<file path="src/logic/mpc_pkg.sv">
// Purpose: constants shared by the protection control register block
// Assumes: APB with 32-bit data, two register words
// Notes: offsets are byte addresses, the control reset value is a three-bit field
package mpc_pkg;
   localparam logic [11:0] MPC_CTRL_OFS = 12'h000;
   localparam logic [11:0] MPC_STAT_OFS = 12'h004;
   localparam int MPC_ENABLE_BIT = 0;
   localparam int MPC_HANDLER_BIT = 1;
   localparam int MPC_BGMAP_BIT = 2;
   localparam logic [2:0] MPC_CTRL_RESET = 3'h0;
   localparam logic [31:0] MPC_UNMAPPED_DATA = 32'h0000_0000;
   typedef enum logic [2:0] {
      MPC_CHK_OFF = 3'b001,
      MPC_CHK_ON = 3'b010,
      MPC_CHK_SUSPENDED = 3'b100
   } mpc_mode_t;
endpackage

</file>
<file path="src/logic/mpc_apb_slave.sv">
// Purpose: apb slave holding the protection control word
// Assumes: zero wait states, pready always high
// Notes: unmapped addresses read zero and answer pslverr
`timescale 1ns/1ps
`default_nettype none
module mpc_apb_slave
   import mpc_pkg::*;
(
   // apb
   input wire logic pclk,
   input wire logic presetn,
   input wire logic psel,
   input wire logic penable,
   input wire logic pwrite,
   input wire logic [11:0] paddr,
   input wire logic [31:0] pwdata,
   output logic [31:0] prdata,
   output logic pready,
   output logic pslverr,
   // block side
   input wire logic [31:0] status_word,
   output logic [2:0] ctrl_q
);
   logic access;
   logic [31:0] prdata_q;
   assign access = psel && penable;
   assign pready = 1'b1;
   assign pslverr = access && (paddr != MPC_CTRL_OFS) && (paddr != MPC_STAT_OFS);
   assign prdata = prdata_q;

   always_ff @(posedge pclk or negedge presetn) begin
      if (!presetn) begin
         ctrl_q <= MPC_CTRL_RESET;
      end else if (access && pwrite && paddr == MPC_CTRL_OFS) begin
         ctrl_q <= pwdata[2:0];
      end
   end

   // read data prepared in setup so it stands during the access phase
   always_ff @(posedge pclk or negedge presetn) begin
      if (!presetn) begin
         prdata_q <= MPC_UNMAPPED_DATA;
      end else if (psel && !penable && !pwrite) begin
         if (paddr == MPC_CTRL_OFS) begin
            prdata_q <= {29'h0, ctrl_q};
         end else if (paddr == MPC_STAT_OFS) begin
            prdata_q <= status_word;
         end else begin
            prdata_q <= MPC_UNMAPPED_DATA;
         end
      end
   end
endmodule
`default_nettype wire

</file>
<file path="src/logic/mpc_region_match.sv">
// Purpose: finds whether an address hits any enabled region
// Assumes: regions given as inclusive base and limit pairs
// Notes: lowest numbered hit wins when regions overlap
`timescale 1ns/1ps
`default_nettype none
module mpc_region_match
   import mpc_pkg::*;
#(
   parameter int NUM_REGIONS = 8
) (
   // query
   input wire logic [31:0] addr,
   input wire logic [NUM_REGIONS-1:0] region_en,
   input wire logic [NUM_REGIONS*32-1:0] region_base,
   input wire logic [NUM_REGIONS*32-1:0] region_limit,
   input wire logic [NUM_REGIONS*4-1:0] region_perm,
   // result
   output logic hit,
   output logic [3:0] perm
);
   // the region index space of the checker stops at sixteen
   if (NUM_REGIONS < 1 || NUM_REGIONS > 16) begin : g_bad_regions
      $error("NUM_REGIONS out of range");
   end
   logic [NUM_REGIONS-1:0] hits;
   genvar g;
   generate
      for (g = 0; g < NUM_REGIONS; g++) begin : g_reg
         assign hits[g] = region_en[g] && addr >= region_base[g*32 +: 32]
            && addr <= region_limit[g*32 +: 32];
      end
   endgenerate
   always_comb begin
      hit = |hits;
      perm = 4'h0;
      for (int i = NUM_REGIONS - 1; i >= 0; i--) begin
         if (hits[i]) begin
            perm = region_perm[i*4 +: 4];
         end
      end
   end
endmodule
`default_nettype wire

</file>
<file path="src/logic/mpc_ctrl.sv">
// Purpose: protection control register and access checker
// Assumes: one access request per cycle, answer registered
// Notes: perm bits are {exec, write, read, unpriv}
// Function
// - no background map: unmatched access faults
// - background map serves privileged accesses only
// - enabled regions override background map
// - handler bit clear suspends checks in handlers
`timescale 1ns/1ps
`default_nettype none
module mpc_ctrl
   import mpc_pkg::*;
#(
   parameter int NUM_REGIONS = 8
) (
   // clock and reset
   input wire logic pclk,
   input wire logic presetn,
   // apb
   input wire logic psel,
   input wire logic penable,
   input wire logic pwrite,
   input wire logic [11:0] paddr,
   input wire logic [31:0] pwdata,
   output logic [31:0] prdata,
   output logic pready,
   output logic pslverr,
   // region table from the region registers
   input wire logic [NUM_REGIONS-1:0] region_en,
   input wire logic [NUM_REGIONS*32-1:0] region_base,
   input wire logic [NUM_REGIONS*32-1:0] region_limit,
   input wire logic [NUM_REGIONS*4-1:0] region_perm,
   // access request from the core
   input wire logic acc_valid,
   input wire logic [31:0] acc_addr,
   input wire logic acc_priv,
   input wire logic acc_write,
   input wire logic acc_exec,
   input wire logic in_fault_handler,
   // answer
   output logic acc_done,
   output logic acc_fault,
   output logic [3:0] acc_perm,
   // control bits to the memory path
   output logic prot_enable,
   output logic background_map_enable,
   output logic handler_protection_enable
);
   logic [2:0] ctrl_q;
   logic [31:0] status_word;
   logic hit;
   logic [3:0] hit_perm;
   mpc_mode_t mode;
   logic fault_d;
   logic [3:0] perm_d;
   logic done_q;
   logic fault_q;
   logic [3:0] perm_q;
   logic fault_seen_q;

   // the region matcher serves one to sixteen regions only
   if (NUM_REGIONS < 1 || NUM_REGIONS > 16) begin : g_bad_regions
      $error("NUM_REGIONS out of range");
   end

   mpc_apb_slave u_apb (
      .pclk(pclk),
      .presetn(presetn),
      .psel(psel),
      .penable(penable),
      .pwrite(pwrite),
      .paddr(paddr),
      .pwdata(pwdata),
      .prdata(prdata),
      .pready(pready),
      .pslverr(pslverr),
      .status_word(status_word),
      .ctrl_q(ctrl_q)
   );

   mpc_region_match #(.NUM_REGIONS(NUM_REGIONS)) u_match (
      .addr(acc_addr),
      .region_en(region_en),
      .region_base(region_base),
      .region_limit(region_limit),
      .region_perm(region_perm),
      .hit(hit),
      .perm(hit_perm)
   );

   assign prot_enable = ctrl_q[MPC_ENABLE_BIT];
   assign background_map_enable = ctrl_q[MPC_BGMAP_BIT];
   assign handler_protection_enable = ctrl_q[MPC_HANDLER_BIT];

   // handler bit with enable clear is undefined; we simply stay off
   always_comb begin
      if (!prot_enable) begin
         mode = MPC_CHK_OFF;
      end else if (in_fault_handler && !handler_protection_enable) begin
         mode = MPC_CHK_SUSPENDED;
      end else begin
         mode = MPC_CHK_ON;
      end
   end

   always_comb begin
      fault_d = 1'b0;
      perm_d = 4'hF;
      case (mode)
         MPC_CHK_ON: begin
            if (hit) begin
               perm_d = hit_perm;
               fault_d = (!hit_perm[1]) || (acc_write && !hit_perm[2])
                  || (acc_exec && !hit_perm[3]) || (!acc_priv && !hit_perm[0]);
            end else if (background_map_enable && acc_priv) begin
               perm_d = 4'hE;
            end else begin
               perm_d = 4'h0;
               fault_d = 1'b1;
            end
         end
         default: begin
            perm_d = 4'hF;
            fault_d = 1'b0;
         end
      endcase
   end

   always_ff @(posedge pclk or negedge presetn) begin
      if (!presetn) begin
         done_q <= 1'b0;
         fault_q <= 1'b0;
         perm_q <= 4'h0;
      end else begin
         done_q <= acc_valid;
         fault_q <= acc_valid && fault_d;
         perm_q <= acc_valid ? perm_d : 4'h0;
      end
   end

   // sticky record of faults, cleared when protection is switched off
   always_ff @(posedge pclk or negedge presetn) begin
      if (!presetn) begin
         fault_seen_q <= 1'b0;
      end else if (acc_valid && fault_d) begin
         fault_seen_q <= 1'b1;
      end else if (!prot_enable) begin
         fault_seen_q <= 1'b0;
      end
   end

   assign status_word = {27'h0, fault_seen_q, mode == MPC_CHK_SUSPENDED,
      mode == MPC_CHK_ON, fault_q, done_q};
   assign acc_done = done_q;
   assign acc_fault = fault_q;
   assign acc_perm = perm_q;

   // assertions
   // with protection enabled, checking is live unless a handler runs with the handler bit clear
   nobg_fault_a: assert property (@(posedge pclk) disable iff (!presetn)
      acc_valid && ctrl_q[0] && !ctrl_q[2] && (ctrl_q[1] || !in_fault_handler) && !hit
      |=> acc_fault)
      else $error("unmatched access did not fault");
   handler_chk_a: assert property (@(posedge pclk) disable iff (!presetn)
      acc_valid && ctrl_q == 3'b011 && in_fault_handler && !hit |=> acc_fault)
      else $error("handler access escaped checking");
   bg_priv_a: assert property (@(posedge pclk) disable iff (!presetn)
      acc_valid && ctrl_q[0] && ctrl_q[2] && !hit && !in_fault_handler
      |=> acc_fault == !$past(acc_priv))
      else $error("background map privilege handling wrong");
   bg_perm_a: assert property (@(posedge pclk) disable iff (!presetn)
      acc_valid && ctrl_q[0] && ctrl_q[2] && !hit && acc_priv
      && (ctrl_q[1] || !in_fault_handler) |=> acc_perm == 4'hE && !acc_fault)
      else $error("privileged background access not granted");
   region_prio_a: assert property (@(posedge pclk) disable iff (!presetn)
      acc_valid && prot_enable && hit && mode == MPC_CHK_ON
      |=> acc_perm == $past(hit_perm))
      else $error("region did not override background");
   handler_susp_a: assert property (@(posedge pclk) disable iff (!presetn)
      acc_valid && prot_enable && !ctrl_q[1] && in_fault_handler |=> !acc_fault)
      else $error("fault raised in suspended handler");
   off_nofault_a: assert property (@(posedge pclk) disable iff (!presetn)
      acc_valid && !prot_enable |=> !acc_fault)
      else $error("fault raised while disabled");
   ctrl_zero_a: assert property (@(posedge pclk) disable iff (!presetn)
      psel && penable && !pwrite && paddr == MPC_CTRL_OFS |-> prdata[31:3] == 29'h0)
      else $error("reserved control bits read nonzero");
   ctrl_write_a: assert property (@(posedge pclk) disable iff (!presetn)
      psel && penable && pwrite && paddr == MPC_CTRL_OFS
      |=> ctrl_q == $past(pwdata[2:0]))
      else $error("control write not taken");
   done_follow_a: assert property (@(posedge pclk) disable iff (!presetn)
      acc_valid |=> acc_done ##1 (acc_done == $past(acc_valid)))
      else $error("answer timing wrong");
   // fault and sticky record are set on the same edge
   sticky_set_a: assert property (@(posedge pclk) disable iff (!presetn)
      acc_fault |-> fault_seen_q)
      else $error("fault not recorded");

   fault_c: cover property (@(posedge pclk) disable iff (!presetn) acc_fault);
   bg_c: cover property (@(posedge pclk) disable iff (!presetn)
      acc_valid && prot_enable && background_map_enable && !hit && acc_priv);
   susp_c: cover property (@(posedge pclk) disable iff (!presetn)
      acc_valid && mode == MPC_CHK_SUSPENDED);
   handler_c: cover property (@(posedge pclk) disable iff (!presetn)
      acc_valid && prot_enable && handler_protection_enable && in_fault_handler);
endmodule
`default_nettype wire

</file>
<file path="config.mk">
export PLATFORM = sky130hd
export DESIGN_NAME = mpc_ctrl
export DESIGN_NICKNAME = d
export VERILOG_FILES = /design/src/logic/mpc_pkg.sv /design/src/logic/mpc_apb_slave.sv /design/src/logic/mpc_region_match.sv /design/src/logic/mpc_ctrl.sv
export SDC_FILE = /design/constraint.sdc
export NUM_CORES = 1
export LEC_CHECK = 0
export CAP_MARGIN = 20
export CELL_PAD_IN_SITES_DETAIL_PLACEMENT = 0
export CELL_PAD_IN_SITES_GLOBAL_PLACEMENT = 2
export CORE_AREA = 2 2 266 268
export CTS_CLUSTER_SIZE = 25
export DETAILED_ROUTE_END_ITERATION = 10
export DIE_AREA = 0 0 268 270
export DONT_BUFFER_PORTS = 1
export GPL_ROUTABILITY_DRIVEN = 0
export GPL_TIMING_DRIVEN = 1
export HOLD_SLACK_MARGIN = 0.05
export PLACE_DENSITY = 0.51
export REMOVE_ABC_BUFFERS = 1
export SETUP_SLACK_MARGIN = 0.1
export SLEW_MARGIN = 20
export SYNTH_ARGS = -nofsm -noshare
export SYNTH_HDL_FRONTEND = slang
export SYNTH_SLANG_ARGS = --single-unit
</file>
<file path="constraint.sdc">
create_clock -name pclk -period 1.8 [get_ports pclk]
set_clock_uncertainty 0.05 [all_clocks]
set_input_delay 0 -clock pclk [delete_from_list [all_inputs] [get_ports pclk]]
set_output_delay 0 -clock pclk [all_outputs]
set_load 0.05 [all_outputs]
</file>
==> impl_summary.md <==
Detailed routing
The routed length per instance is about 24 µm. The sum of routed wire length over all layers is around 75 mm. The number of iterations in the first detailed-routing pass is 5. The average via count per standard cell is ~4.7. In this run the remaining antenna-violating nets after routing total 0.

The number of vias in the routed layout is 14.73k. The count of routing violations after the opening detailed-route iteration is ~510. For this run, design rule violations remaining after detail routing come to 0.

STA
The final hold violation count is 3. At the pin with the least slew margin, the transition time is approximately 710 ps. The final critical delay including setup and external delays is roughly 2800 ps. The max-slew violation count is 0. The worst pin sits at a relative slew slack of 52.51%. Setup repair after global routing could not meet its margin everywhere. In the finished design, the share of the clock period the worst path needs comes to 154.8%. Hold timing on the final database bottoms out at a slack of -273.8 ps.

The number of setup violations in the final report is 6. Once routing completed, OpenROAD measured the worst setup slack at -986.6 ps. The timing-limited maximum frequency is between 300 and 400 MHz.

Power and ir drop
The reported leakage power is approximately 10 nW. Power spread over the standard cell area amounts to between 200 and 300 nW/µm². The overall power consumption is 4.829 mW. The highest ir drop seen on vdd is about 0.38 mV.

Global route
The overall overflow remaining after global route is 0. The number of antenna violations at the first check in global routing is 20. The first global-routing pass estimated between 100 and 150 mm of wire. The maximum number of pins on one net before global-route repair is 17.

Across every metal layer, demand over resource in global routing totals 19.84%. The via count of the first global-routing pass came to between 15k and 20k.

Clocking
The root buffer cell chosen for the clock tree is clkbuf_16. The clock transition at the registers of the reported paths is about 50 ps. The maximum clock path buffer count is 2. The number of buffers added by the clock tree synthesis step is 3. The number of H-tree levels is 1.

The tree built by TritonCTS fans out to 15 sinks. The number of buffers inserted for hold repair after clock tree synthesis is 15. The worst-skew pair later-pin latency is ~250 ps. The CTS tree is yes.

Die
From bottom edge to top edge, the die measures approximately 270 µm. The area of the placeable core is between 60000 and 70000 µm². The die area is between 70000 and 80000 µm². The number of cell rows is 97. For this configuration, the core starts out at a cell density of about a fifth. The die outline width is about 270 µm. ~680 I/O pins were placed.

Placement
The count of placed standard cells including taps is around 3.1k. Once detailed placement completed, the half-perimeter wirelength came to roughly 63 mm. In this run the tool buffered the top-level ports with 0 buffer cells.

Synthesis
Sorting the synthesized cells by how often they occur yields 524 x inv_1, 512 x ha_1, 153 x a21oi_1. For this run, asynchronously set or reset flops after synthesis account for 100.0%. Counting flops and latches in the post-synthesis netlist gives 15.

The most used flip-flop cell after synthesis is dfrtp_1. After synthesis, the cell types taking the most area are ha_1 45%, inv_1 14%, a21oi_1 5.4%, a21o_1 3.5%, nand2_1 3.3%. The number of unique standard cell types used by synthesis is 65. The most numerous cell in the Yosys netlist is inv_1. For this run, the number of Yosys warnings is 0. The biggest area contributor in the post-synthesis netlist is ha_1.

In the synthesized netlist, the number of instances is approximately 2.0k. Sequential elements use ~2.6% of the synthesized area. After synthesis, the mean cell area works out to a little over 7 µm². Of the post-synthesis cell area, the dominant cell type holds between 40% and 50%. The number of enable-type register cells in the synthesized netlist is 0.

In this run the cell area of the synthesized design comes to ~14000 µm².

Worst setup path
Along the worst path, the maximum fanout reaches 16. Traced cell by cell, the critical path runs through ha_4 -> and2_4 -> a221o_1 -> a221oi_2 -> o21ai_1 -> or3_4 -> a22o_4 -> a2111o_1 -> o41a_1 -> nand2_1 -> a41oi_2 -> a21o_1. The number of buffers and inverters on the critical path is 0. The critical path is of the primary input to register type. Among cell families on the critical path, the largest total delay comes from compound AO/OA/AOI/OAI gates. At the worst endpoint, the required time is roughly 1900 ps. For this design, the slowest cell found on the critical path is or3_4. The worst setup path is captured at a register.

STA classifies the critical path startpoint as a primary input. On the worst path, the slowest cell contributes a delay of 450 ps. The arrival time at the worst endpoint is 2880 ps.

Finish
The area growth from synthesis to layout is 26.96%. The post-layout instance count excluding filler cells is approximately 3.1k. The sequential cells in the finished layout cover a total of roughly 380 µm².

Summing all multi-input logic gate instances after layout gives 12660 µm². Cells with a size suffix above 1 make up between 10% and 20% of the layout. The layout has around 7.8k filler cells. The net total in the final layout is around 3.3k.

Flow run
The number of maximum-capacitance constraint violations is 0.

Hold path
The worst hold path class is primary input to register.

Status
The flow ran to the end, but the final reports show violations. The final reports fail on negative hold slack, negative setup slack.
sequential cells by signal (all words and copies together) (netlist names):
signal        flops
acc_done          1
u_apb.ctrl_q      3
u_apb.prdata      5
acc_perm          4
acc_fault         1
fault_seen_q      1
logic make-up (layout without fill, tap and decap cells):
logic type,count (synthesis),count (layout),synth area share (%)
flops,15,15,2.641
other cells,2,38,0.05283
mux,7,7,0.5193
simple gates,427,427,15.41
fa+ha+maj,512,512,45.07
buf+inv,554,744,15.37
compound gates,457,457,20.94
metal layers:
layer | vias to the layer above | GRT usage [%] | share of wire, %
met5 | - | 0 | 0.14
met4 | 18 | 4.116 | 2.1
met3 | 89 | 3.920 | 5.4
met2 | 410 | 34.39 | 48
met1 | 6867 | 25.23 | 45
li1 | 7349 | - | -
cell usage in the layout (no fill, tap or decap), types with 10 or more instances in the layout:
master | synthesis | routed
dfrtp_1 | 15 | 15
o211ai_1 | 12 | 12
a21oi_1 | 153 | 147
diode_2 | 0 | 10
ha_4 | 0 | 15
nand2_1 | 126 | 122
ha_1 | 512 | 497
inv_1 | 524 | 511
nor2b_1 | 17 | 17
nand3_1 | 54 | 53
and3_1 | 19 | 17
buf_4 | 28 | 190
conb_1 | 2 | 28
nand2b_1 | 12 | 11
nor2_1 | 46 | 44
and4_1 | 11 | 10
a21o_1 | 66 | 66
a221oi_1 | 16 | 12
dlygate4sd3_1 | 0 | 15
o21a_1 | 11 | 10
nor3_1 | 26 | 22
o21ai_0 | 77 | 63
o21ai_1 | 1 | 12
nand4_1 | 74 | 74
a211oi_1 | 22 | 17
through the flow:
step / util, % / setup slack [ps] / cell area (µm²) / setup TNS [ps]
floorplan: - / -1252 / 14090 / -6590
global placement: 24.06 / -2393 / 16730 / -13120
detailed placement: 24.06 / -2317 / 16730 / -12700
CTS: 25.51 / -1020 / 17740 / -5753
global route: 25.95 / -1102 / 18050 / -6252
finish: 25.95 / -986.6 / 18050 / -5430
power breakdown:
part | switching, mW | leakage (nW) | internal, mW
Combinational | 2.13 | 9.94 | 1.89
Clock | 0.144 | 0.0372 | 0.299
Sequential | 0.0246 | 0.198 | 0.343
repair_timing:
action                                  CTS  global route
endpoints found under the setup margin    6             9
gates resized for setup                 139            52
setup buffers                            11             1
hold endpoints to repair                 30             3
pin swaps                                63            25
area by class of cell:
class / instances / share of cell area, %
Multi-Input combinational cell: 1431 / 70.17
Inverter: 524 / 11.03
Timing Repair Buffer: 216 / 9.609
Tap cell: 940 / 6.517
Sequential cell: 15 / 2.080
Clock buffer: 3 / 0.4160
Antenna cell: 10 / 0.1387
Clock inverter: 1 / 0.04160
path summary, 6_finish.rpt:
path                                                   from                           to  slack (ps)  depth (start not counted)
max in group asynchronous                           presetn  u_apb.prdata[2]$_DFFE_PN0P_        1060                          1
worst max-delay path                           acc_addr[19]     fault_seen_q$_DFFE_PN0P_        -990                         12
worst min-delay path                              acc_valid           acc_done$_DFF_PN0_        -270                          0
min in group asynchronous                           presetn  u_apb.ctrl_q[1]$_DFFE_PN0P_         190                          1
worst max register to register  u_apb.ctrl_q[0]$_DFFE_PN0P_  u_apb.ctrl_q[0]$_DFFE_PN0P_         160                          3
worst min register to register  u_apb.prdata[0]$_DFFE_PN0P_  u_apb.prdata[0]$_DFFE_PN0P_         420                          2
Note: power is estimated with default switching activity, not from simulation.
